## src/include/dpvrm_pkg.sv

```systemverilog
// dpvrm_pkg: constants, types and the register map of the digipot volatile register map.
// assumes a serial front end that decodes frames into parallel commands on one clock.
package dpvrm_pkg;

    // register geometry
    localparam int unsigned DATA_W = 9;
    localparam int unsigned ADDR_W = 4;
    localparam int unsigned NUM_LOCATIONS = 16;
    localparam int unsigned NUM_NETS = 2;

    // register offsets
    localparam logic [3:0] ADDR_WIPER_ZERO_POSITION = 4'h0;
    localparam logic [3:0] ADDR_WIPER_ONE_POSITION = 4'h1;
    localparam logic [3:0] ADDR_TERMINAL_CONNECT_CONTROL = 4'h4;
    localparam logic [3:0] ADDR_DEVICE_STATE_FLAGS = 4'h5;

    // reset values
    localparam logic [8:0] TERMINAL_CONNECT_CONTROL_RESET = 9'h1ff;
    localparam logic [8:0] RESERVED_READ_VALUE = 9'h000;

    // terminal control field positions; network n uses base n * TERMINAL_CONNECT_CONTROL_NET_STRIDE
    localparam int unsigned TERMINAL_CONNECT_CONTROL_NET_STRIDE = 4;
    localparam int unsigned TERMINAL_CONNECT_CONTROL_B_POS = 0;
    localparam int unsigned TERMINAL_CONNECT_CONTROL_W_POS = 1;
    localparam int unsigned TERMINAL_CONNECT_CONTROL_A_POS = 2;
    localparam int unsigned TERMINAL_CONNECT_CONTROL_HW_POS = 3;
    localparam int unsigned TERMINAL_CONNECT_CONTROL_FIXED_POS = 8;

    // device state flags field positions and fixed contents
    localparam int unsigned STAT_UPPER_LSB = 5;
    localparam logic [3:0] STAT_UPPER_FIXED_ONE_BITS = 4'hf;
    localparam int unsigned STAT_HW_POWER_DOWN_INPUT_POS = 1;
    localparam logic [8:0] STAT_UNUSED_STATUS_BIT_MASK = 9'h01d;

    // pin synchroniser length
    localparam int unsigned SYNC_STAGES = 3;

    // command operations from the serial front end
    typedef enum logic [1:0] {
        DPVRM_OP_WRITE = 2'h0,
        DPVRM_OP_INC = 2'h1,
        DPVRM_OP_DEC = 2'h2,
        DPVRM_OP_READ = 2'h3
    } dpvrm_op_t;

    // power sequencing states, one-hot
    typedef enum logic [2:0] {
        DPVRM_PWR_OFF = 3'h1,
        DPVRM_PWR_LOAD = 3'h2,
        DPVRM_PWR_RUN = 3'h4
    } dpvrm_pwr_t;

    typedef struct packed {
        dpvrm_op_t op;
        logic [3:0] addr;
        logic [8:0] wdata;
    } dpvrm_cmd_t;

    typedef struct packed {
        logic valid;
        logic error;
        logic [8:0] rdata;
    } dpvrm_rsp_t;

    // switch state of one resistor network
    typedef struct packed {
        logic conn_a;
        logic conn_w;
        logic conn_b;
        logic wiper_on_b;
    } dpvrm_net_sw_t;

endpackage

```

## src/dpvrm_sync.sv

```systemverilog
// dpvrm_sync: three-stage input synchroniser with agreement filter.
// assumes inputs arrive asynchronously from pins or analog comparators.
`timescale 1ns/1ps
`default_nettype none
module dpvrm_sync #(
    parameter int unsigned WIDTH = 1,
    parameter logic [WIDTH-1:0] RESET_VAL = '0
) (
    input wire logic clk,
    input wire logic srst,
    input wire logic [WIDTH-1:0] async_in,
    output logic [WIDTH-1:0] sync_out
);
    logic [WIDTH-1:0] s1_r;
    logic [WIDTH-1:0] s2_r;
    logic [WIDTH-1:0] s3_r;

    // s1 feeds only s2, nothing else looks at it
    always_ff @(posedge clk) begin
        s1_r <= async_in;
        s2_r <= s1_r;
        s3_r <= s2_r;
    end

    // a bit changes only once stages two and three agree
    always_ff @(posedge clk) begin
        if (srst) begin
            sync_out <= RESET_VAL;
        end else begin
            for (int i = 0; i < int'(WIDTH); i++) begin
                if (s2_r[i] == s3_r[i]) begin
                    sync_out[i] <= s3_r[i];
                end
            end
        end
    end
endmodule // dpvrm_sync
`default_nettype wire

```

## src/dpvrm_top.sv

```systemverilog
// dpvrm_top: volatile register map of a single or dual digital potentiometer.
// assumes a serial front end on clk presenting decoded commands and a completion strobe,
// a supply comparator level and the active-low shutdown pin, both asynchronous.
//
// Functional notes
// - supply rising past trip loads wiper defaults
// - every supply reset loads terminal control 1FFh
// - below trip, all command traffic is ignored
// - low-but-above-trip supply still executes all commands
// - interrupted command may corrupt its location
// - sixteen locations, nine bits each
// - wipers at 00h/01h, control at 04h
// - second wiper exists in dual variant only
// - flags at 05h, read only
// - flag bits 8 to 5 read one
// - flag bit 1 reads one while the live shutdown pin is low
// - shutdown opens A, wiper onto B
// - commands keep working during shutdown
// - control holds four bits per network
// - A, B, W switch independently per bit
// - control write reaches switches at command end
// - low shutdown input forces shutdown state
// - wiper-connect bit one connects, zero disconnects
`timescale 1ns/1ps
`default_nettype none
module dpvrm_top #(
    parameter bit DUAL_NET = 1'b1,
    parameter logic [8:0] WIPER_DEFAULT = 9'h080,
    parameter logic [8:0] WIPER_FULL_SCALE = 9'h100
) (
    input wire logic clk,
    input wire logic srst,
    input wire logic supply_above_trip,
    input wire logic hw_power_down_input_n,
    input wire logic cmd_valid,
    input wire dpvrm_pkg::dpvrm_cmd_t cmd,
    input wire logic cmd_end,
    output dpvrm_pkg::dpvrm_rsp_t rsp,
    output logic link_enabled,
    output logic [8:0] wiper_zero_pos,
    output logic [8:0] wiper_one_pos,
    output dpvrm_pkg::dpvrm_net_sw_t [dpvrm_pkg::NUM_NETS-1:0] net_sw
);

    // synchronised pin levels
    logic [1:0] pins_sync;
    logic supply_ok;
    logic hw_power_down_input_active;

    dpvrm_sync #(
        .WIDTH(2),
        .RESET_VAL(2'h1)
    ) u_pin_sync (
        .clk(clk),
        .srst(srst),
        .async_in({supply_above_trip, hw_power_down_input_n}),
        .sync_out(pins_sync)
    );

    assign supply_ok = pins_sync[1];
    assign hw_power_down_input_active = ~pins_sync[0];

    // power sequencing
    dpvrm_pkg::dpvrm_pwr_t pwr_r;
    dpvrm_pkg::dpvrm_pwr_t pwr_nxt;
    logic run;
    logic load_now;

    always_comb begin
        pwr_nxt = pwr_r;
        unique case (pwr_r)
            dpvrm_pkg::DPVRM_PWR_OFF: begin
                if (supply_ok) begin
                    pwr_nxt = dpvrm_pkg::DPVRM_PWR_LOAD;
                end
            end
            dpvrm_pkg::DPVRM_PWR_LOAD: begin
                // defaults land on the edge leaving this state, the same edge that raises link_enabled
                pwr_nxt = supply_ok ? dpvrm_pkg::DPVRM_PWR_RUN : dpvrm_pkg::DPVRM_PWR_OFF;
            end
            dpvrm_pkg::DPVRM_PWR_RUN: begin
                if (!supply_ok) begin
                    pwr_nxt = dpvrm_pkg::DPVRM_PWR_OFF;
                end
            end
            default: begin
                pwr_nxt = dpvrm_pkg::DPVRM_PWR_OFF;
            end
        endcase
    end

    always_ff @(posedge clk) begin
        if (srst) begin
            pwr_r <= dpvrm_pkg::DPVRM_PWR_OFF;
        end else begin
            pwr_r <= pwr_nxt;
        end
    end

    // only the supply level gates the link; shutdown does not
    assign run = (pwr_r == dpvrm_pkg::DPVRM_PWR_RUN);
    assign load_now = (pwr_r == dpvrm_pkg::DPVRM_PWR_LOAD);

    always_ff @(posedge clk) begin
        if (srst) begin
            link_enabled <= 1'b0;
        end else begin
            link_enabled <= (pwr_nxt == dpvrm_pkg::DPVRM_PWR_RUN);
        end
    end

    // command decode
    logic take;
    logic addr_w0;
    logic addr_w1;
    logic addr_terminal_connect_control;
    logic addr_stat;
    logic is_write;
    logic is_step;
    logic is_read;

    assign take = cmd_valid && run;
    assign addr_w0 = (cmd.addr == dpvrm_pkg::ADDR_WIPER_ZERO_POSITION);
    assign addr_w1 = DUAL_NET && (cmd.addr == dpvrm_pkg::ADDR_WIPER_ONE_POSITION);
    assign addr_terminal_connect_control = (cmd.addr == dpvrm_pkg::ADDR_TERMINAL_CONNECT_CONTROL);
    assign addr_stat = (cmd.addr == dpvrm_pkg::ADDR_DEVICE_STATE_FLAGS);
    assign is_write = (cmd.op == dpvrm_pkg::DPVRM_OP_WRITE);
    assign is_read = (cmd.op == dpvrm_pkg::DPVRM_OP_READ);
    assign is_step = (cmd.op == dpvrm_pkg::DPVRM_OP_INC) || (cmd.op == dpvrm_pkg::DPVRM_OP_DEC);

    // saturating wiper step; writes above full scale are clamped too
    function automatic logic [8:0] wiper_apply(
        input logic [8:0] cur,
        input dpvrm_pkg::dpvrm_op_t op,
        input logic [8:0] wdata,
        input logic [8:0] full
    );
        logic [8:0] res;
        res = cur;
        unique case (op)
            dpvrm_pkg::DPVRM_OP_WRITE: res = (wdata > full) ? full : wdata;
            dpvrm_pkg::DPVRM_OP_INC: res = (cur >= full) ? full : cur + 9'h001;
            dpvrm_pkg::DPVRM_OP_DEC: res = (cur == 9'h000) ? 9'h000 : cur - 9'h001;
            dpvrm_pkg::DPVRM_OP_READ: res = cur;
        endcase
        return res;
    endfunction

    // wiper registers
    logic [8:0] wiper_zero_r;
    logic [8:0] wiper_one_r;

    always_ff @(posedge clk) begin
        if (srst || load_now) begin
            wiper_zero_r <= WIPER_DEFAULT;
            wiper_one_r <= DUAL_NET ? WIPER_DEFAULT : 9'h000;
        end else if (take && !is_read) begin
            // a frame cut by brown-out may leave a partial value here
            if (addr_w0) begin
                wiper_zero_r <= wiper_apply(wiper_zero_r, cmd.op, cmd.wdata, WIPER_FULL_SCALE);
            end
            if (addr_w1) begin
                wiper_one_r <= wiper_apply(wiper_one_r, cmd.op, cmd.wdata, WIPER_FULL_SCALE);
            end
        end
    end

    always_ff @(posedge clk) begin
        if (srst) begin
            wiper_zero_pos <= WIPER_DEFAULT;
            wiper_one_pos <= DUAL_NET ? WIPER_DEFAULT : 9'h000;
        end else begin
            wiper_zero_pos <= wiper_zero_r;
            wiper_one_pos <= wiper_one_r;
        end
    end

    // terminal control: readable copy and the copy that drives the switches
    logic [8:0] terminal_connect_control_r;
    logic [8:0] terminal_connect_control_act_r;
    logic [8:0] terminal_connect_control_nxt;
    logic terminal_connect_control_wr;

    assign terminal_connect_control_wr = take && is_write && addr_terminal_connect_control;
    // bit 8 is fixed high, the other eight follow the write
    assign terminal_connect_control_nxt = terminal_connect_control_wr ? {1'b1, cmd.wdata[7:0]} : terminal_connect_control_r;

    always_ff @(posedge clk) begin
        if (srst || load_now) begin
            terminal_connect_control_r <= dpvrm_pkg::TERMINAL_CONNECT_CONTROL_RESET;
        end else begin
            terminal_connect_control_r <= terminal_connect_control_nxt;
        end
    end

    // control writes move the switches only on the frame's completion, never mid-frame
    always_ff @(posedge clk) begin
        if (srst || load_now) begin
            terminal_connect_control_act_r <= dpvrm_pkg::TERMINAL_CONNECT_CONTROL_RESET;
        end else if (run && cmd_end) begin
            terminal_connect_control_act_r <= terminal_connect_control_nxt;
        end
    end

    // per-network decode of the applied control bits
    function automatic dpvrm_pkg::dpvrm_net_sw_t net_decode(
        input logic [8:0] ctl,
        input int unsigned net,
        input logic pin_hw_power_down_input
    );
        dpvrm_pkg::dpvrm_net_sw_t sw;
        int unsigned base;
        logic down;
        base = net * dpvrm_pkg::TERMINAL_CONNECT_CONTROL_NET_STRIDE;
        // a cleared hardware-config bit forces the same state as the pin
        down = pin_hw_power_down_input || !ctl[base + dpvrm_pkg::TERMINAL_CONNECT_CONTROL_HW_POS];
        sw.conn_a = ctl[base + dpvrm_pkg::TERMINAL_CONNECT_CONTROL_A_POS] && !down;
        sw.conn_w = ctl[base + dpvrm_pkg::TERMINAL_CONNECT_CONTROL_W_POS];
        sw.conn_b = ctl[base + dpvrm_pkg::TERMINAL_CONNECT_CONTROL_B_POS];
        sw.wiper_on_b = down;
        return sw;
    endfunction

    always_ff @(posedge clk) begin
        if (srst) begin
            net_sw <= '0;
        end else begin
            for (int n = 0; n < int'(dpvrm_pkg::NUM_NETS); n++) begin
                if (n == 0 || DUAL_NET) begin
                    net_sw[n] <= net_decode(terminal_connect_control_act_r, n, hw_power_down_input_active);
                end else begin
                    net_sw[n] <= '0;
                end
            end
        end
    end

    // device state flags, rebuilt each cycle from live state
    logic [8:0] stat_val;

    always_comb begin
        stat_val = '0; // unused status bits read zero
        stat_val[8:dpvrm_pkg::STAT_UPPER_LSB] = dpvrm_pkg::STAT_UPPER_FIXED_ONE_BITS;
        stat_val[dpvrm_pkg::STAT_HW_POWER_DOWN_INPUT_POS] = hw_power_down_input_active;
    end

    // read mux over the sixteen-location space
    function automatic logic [8:0] read_mux(
        input logic [3:0] addr,
        input logic [8:0] w0,
        input logic [8:0] w1,
        input logic [8:0] tc,
        input logic [8:0] st
    );
        logic [8:0] v;
        v = dpvrm_pkg::RESERVED_READ_VALUE;
        unique case (addr)
            dpvrm_pkg::ADDR_WIPER_ZERO_POSITION: v = w0;
            dpvrm_pkg::ADDR_WIPER_ONE_POSITION: v = DUAL_NET ? w1 : v;
            dpvrm_pkg::ADDR_TERMINAL_CONNECT_CONTROL: v = tc;
            dpvrm_pkg::ADDR_DEVICE_STATE_FLAGS: v = st;
            default: v = dpvrm_pkg::RESERVED_READ_VALUE;
        endcase
        return v;
    endfunction

    // an access is refused when it names no location for that operation
    logic cmd_legal;

    always_comb begin
        cmd_legal = 1'b0;
        if (is_read) begin
            cmd_legal = addr_w0 || addr_w1 || addr_terminal_connect_control || addr_stat;
        end else if (is_write) begin
            cmd_legal = addr_w0 || addr_w1 || addr_terminal_connect_control;
        end else if (is_step) begin
            cmd_legal = addr_w0 || addr_w1;
        end
    end

    // one answer per accepted command, one cycle later
    always_ff @(posedge clk) begin
        if (srst) begin
            rsp <= '0;
        end else begin
            rsp.valid <= take;
            rsp.error <= take && !cmd_legal;
            if (take) begin
                rsp.rdata <= read_mux(cmd.addr, wiper_zero_r, wiper_one_r, terminal_connect_control_r, stat_val);
            end
        end
    end

endmodule // dpvrm_top
`default_nettype wire

```

## config.mk

```make
export PLATFORM = sky130hd
export DESIGN_NAME = dpvrm_top
export DESIGN_NICKNAME = d
export VERILOG_FILES = /design/src/include/dpvrm_pkg.sv /design/src/dpvrm_sync.sv /design/src/dpvrm_top.sv
export SDC_FILE = /design/constraint.sdc
export NUM_CORES = 1
export LEC_CHECK = 0
export ABC_CLOCK_PERIOD_IN_PS = 2600
export BUFFER_PORTS_ARGS = -buffer_cell sky130_fd_sc_hd__buf_2
export CAP_MARGIN = 20
export CORE_MARGIN = 4
export CORE_UTILIZATION = 45
export DETAILED_ROUTE_END_ITERATION = 12
export PLACE_DENSITY = 0.67
export SLEW_MARGIN = 5
export SYNTH_ARGS = -nofsm -noshare
export SYNTH_HDL_FRONTEND = slang
export SYNTH_SLANG_ARGS = --single-unit
```

## constraint.sdc

```tcl
create_clock -name clk -period 2.6 [get_ports clk]
set_input_delay 0.52 -clock clk [delete_from_list [all_inputs] [get_ports clk]]
set_output_delay 0.52 -clock clk [all_outputs]
set_load 0.005 [all_outputs]
```

==> reports/qor.log <==
qor: run_status.outcome finished, final reports clean
qor: die.ios 59
qor: synth.synth_edf_count 0
qor: global_routing.grt_util_all_layers 0.210
qor: clock_tree.tritoncts yes
qor: die.die_y 101 µm
qor: synth.synthDominantCellAreaShare 0.423
qor: synth.post_synth.cell_area_avg 8.89 µm²
qor: sta.max_clock_freq 0.472 GHz
qor: synth.ys.flop_type sky130_fd_sc_hd__dfxtp_1
qor: job.maxCapViolCount 0
qor: placement.post-place-cells 584
qor: power_and_ir_drop.power 2.32 mW
qor: clock_tree.number_of_buffers_added_by_the_clock_tree_synthesis_step 9
qor: sta.period_minus_slack 2120 ps
qor: sta.timing.final.hold_violations 0
qor: critical_path.worst-path-max-fanout 10
qor: sta.finalSetupViolations 0
qor: sta.setup-tns-final 0 ps
qor: placement.postPlaceCellArea 4280 µm²
qor: clock_tree.cts.hold.buffers_added 0
qor: die.chipWidth 101 µm
qor: hold_path.holdPathStages 1
qor: clock_tree.clk_pin_slew 90 ps
qor: critical_path.critPathLaunchType flip-flop
qor: placement.finalWeightedCongestion 0.883
qor: die.floorplan.core_area 8340 µm²
qor: critical_path.r2r_cells 7
qor: power_and_ir_drop.p_per_area 521 nW/µm²
qor: die.initial_core_util 0.471
qor: sta.final-max-slew-violation-count 0
qor: clock_tree.post_cts.resized_instances 0
qor: route.initialDrtViolationCount 190
qor: die.core.rowCount 33
qor: global_routing.global_route_wire_length_before_repair 16800 µm
qor: global_routing.antenna_violations_before_repair 0
qor: sta.period_utilization_post_route 0.814
qor: route.route.detailed.drc 0
qor: critical_path.worst-endpoint-arrival 2370 ps
qor: synth.ys_top_cells_by_count 83 x sky130_fd_sc_hd__dfxtp_1, 49 x sky130_fd_sc_hd__nor2_1, 34 x sky130_fd_sc_hd__a21oi_1, 33 x sky130_fd_sc_hd__nand2_1, 19 x sky130_fd_sc_hd__clkbuf_1
qor: final_layout.nFillCells 803
qor: route.routed_wirelength 10400 µm
qor: final_layout.num_antenna_cells 0
qor: clock_tree.cts_htree_levels 3
qor: route.wl_per_cell 17.3 µm
qor: critical_path.critPathKind reg2reg
qor: sta.worst_slew_pin_tran 666 ps
qor: synth.synthCells 442
qor: critical_path.worst_setup_slack_for_register_to_register_paths 480 ps
qor: synth.yosys.cell_count.top_type sky130_fd_sc_hd__dfxtp_1
qor: synth.synth_seq_cells 83
qor: final_layout.final_layout_size_suffix_gt1_frac 0.214
qor: clock_tree.clock_sink_count 83
qor: synth.synth_area_leaders sky130_fd_sc_hd__dfxtp_1 42%, sky130_fd_sc_hd__nor2_1 4.7%, sky130_fd_sc_hd__a21oi_1 4.3%
qor: die.dieArea 10300 µm²
qor: synth.synth-seq-area-share 0.423
qor: final_layout.final_nets 521
qor: route.drt_first_pass_iters 5
qor: final_layout.fin_cells 600
qor: synth.post_synth_num_cell_types 66
qor: critical_path.worstSetupEndpointType flip-flop
qor: placement.hpwl 7500 µm
qor: final_layout.final_area 4460 µm²
qor: power_and_ir_drop.cellLeakagePower 1.78 nW
qor: clock_tree.post-cts-setup-buffers 0
qor: final_layout.area_delta_synth_final 13.5%
qor: route.route.detailed.vias_per_inst 5.75
qor: sta.timing.max_slew.rel_slack 0.552
qor: global_routing.pin_count_of_the_biggest_net_entering_global_routing 23
qor: placement.io_buffer_count 58
qor: global_routing.gr-total-overflow 0
qor: synth.synth.largest_area_cell sky130_fd_sc_hd__dfxtp_1
qor: clock_tree.clk_latency 360 ps
qor: sta.fin_skew 8.15 ps
qor: global_routing.grt_pass1_vias 3258
qor: synth.synth_area 3930 µm²
qor: power_and_ir_drop.peakVddDrop 0.324 mV
qor: critical_path.critical_path_required 2860 ps
qor: sta.rsz0062_at_grt no
qor: hold_path.timing.hold.worst.class in2reg
qor: route.routed-via-count 3451
qor: clock_tree.cts_buffer_depth 2
qor: synth.async_flop_share 0
qor: synth.synth_warnings 0
qor: clock_tree.root_buffer sky130_fd_sc_hd__clkbuf_8
qor: route.detail-route-antenna-nets 0
qor: synth.nets_in_the_synthesized_netlist 473
-- layout make-up --
| cell class | instances | area, µm² | area share |
|---|---|---|---|
| tap | 105 | 131 | 0.0295 |
| sequential | 83 | 1660 | 0.373 |
| multi-input combinational | 316 | 2080 | 0.467 |
| inverter | 12 | 45.0 | 0.0101 |
| clock buffer | 9 | 124 | 0.0278 |
| clock inverter | 7 | 50.0 | 0.0112 |
| timing repair buffer | 68 | 365 | 0.0820 |
-- report_power, final --
part / total [mW] / internal (mW) / leakage (nW) / switching [mW]
Clock: 0.853 / 0.352 / 0.0937 / 0.501
Sequential: 1.29 / 1.29 / 0.675 / 0.00724
Combinational: 0.176 / 0.0630 / 1.02 / 0.113
-- sequential cells by signal, summed over array words and instances (netlist names) --
name	count
link_enabled	1
terminal_connect_control_act_r	8
wiper_one_r	9
u_pin_sync.s3_r	2
u_pin_sync.s1_r	2
wiper_one_pos	9
u_pin_sync.s2_r	2
pwr_r	3
u_pin_sync.sync_out	2
rsp	11
terminal_connect_control_r	8
net_sw	8
wiper_zero_r	9
wiper_zero_pos	9
-- critical path: stages, from the launching register on --
cell and delay [ps]:
sky130_fd_sc_hd__dfxtp_1 410, sky130_fd_sc_hd__inv_1 180, sky130_fd_sc_hd__ha_1 200, sky130_fd_sc_hd__or4b_4 490, sky130_fd_sc_hd__nor2b_1 150, sky130_fd_sc_hd__mux2i_1 150
sky130_fd_sc_hd__o22ai_1 90, sky130_fd_sc_hd__a311o_1 340
-- per-layer routing --
metal / vias up / GRT usage / wire (µm)
met4: 0 / 0.0746 / 269
li1: 1652 / - / -
met3: 26 / 0.0475 / 835
met1: 1630 / 0.282 / 4540
met5: - / 0 / 0
met2: 143 / 0.330 / 4710
-- cells by family after synthesis --
| family | Yosys count | synth area share |
|---|---|---|
| and+or+nand+nor | 175 | 0.246 |
| AOI/OAI and AO/OA | 95 | 0.160 |
| DFF | 83 | 0.423 |
| buffers and inverters | 43 | 0.0471 |
| muxes | 22 | 0.0605 |
| xor gates and xnor gates | 14 | 0.0312 |
| adders and majority gates | 10 | 0.0319 |
-- worst paths after layout --
kind | endpoint | startpoint
setup / recovery | wiper_zero_r[7] | wiper_zero_r[0]
hold / removal | u_pin_sync.s1_r[1] | supply_above_trip
setup reg to reg | wiper_zero_r[7] | wiper_zero_r[0]
hold reg to reg | u_pin_sync.s2_r[1] | u_pin_sync.s1_r[1]
-- cells in the final DEF (no fill, tap or decap), types with 6 or more instances in the layout --
cell type and n:
sky130_fd_sc_hd__a22oi_1 6, sky130_fd_sc_hd__buf_2 58, sky130_fd_sc_hd__nand2b_1 10, sky130_fd_sc_hd__ha_1 10, sky130_fd_sc_hd__xnor2_1 9, sky130_fd_sc_hd__mux2i_1 17
sky130_fd_sc_hd__a21oi_1 34, sky130_fd_sc_hd__nor3_1 9, sky130_fd_sc_hd__nand3_1 17, sky130_fd_sc_hd__nor2_1 49, sky130_fd_sc_hd__nand2_1 33, sky130_fd_sc_hd__dfxtp_1 83
sky130_fd_sc_hd__inv_1 11, sky130_fd_sc_hd__buf_4 10, sky130_fd_sc_hd__clkbuf_8 9, sky130_fd_sc_hd__o221ai_1 7, sky130_fd_sc_hd__nor2b_1 17, sky130_fd_sc_hd__o21ai_0 11
-- metrics by stage --
step                      setup WS [ps]  hold WS (ps)   util
after floorplan                     638           310      -
after CTS                           504           243  0.535
after global placement              459           312  0.514
after global routing                285           247  0.535
after detailed placement            370           316  0.514
final                               483           253  0.535
(Power assumes the default switching activity.)
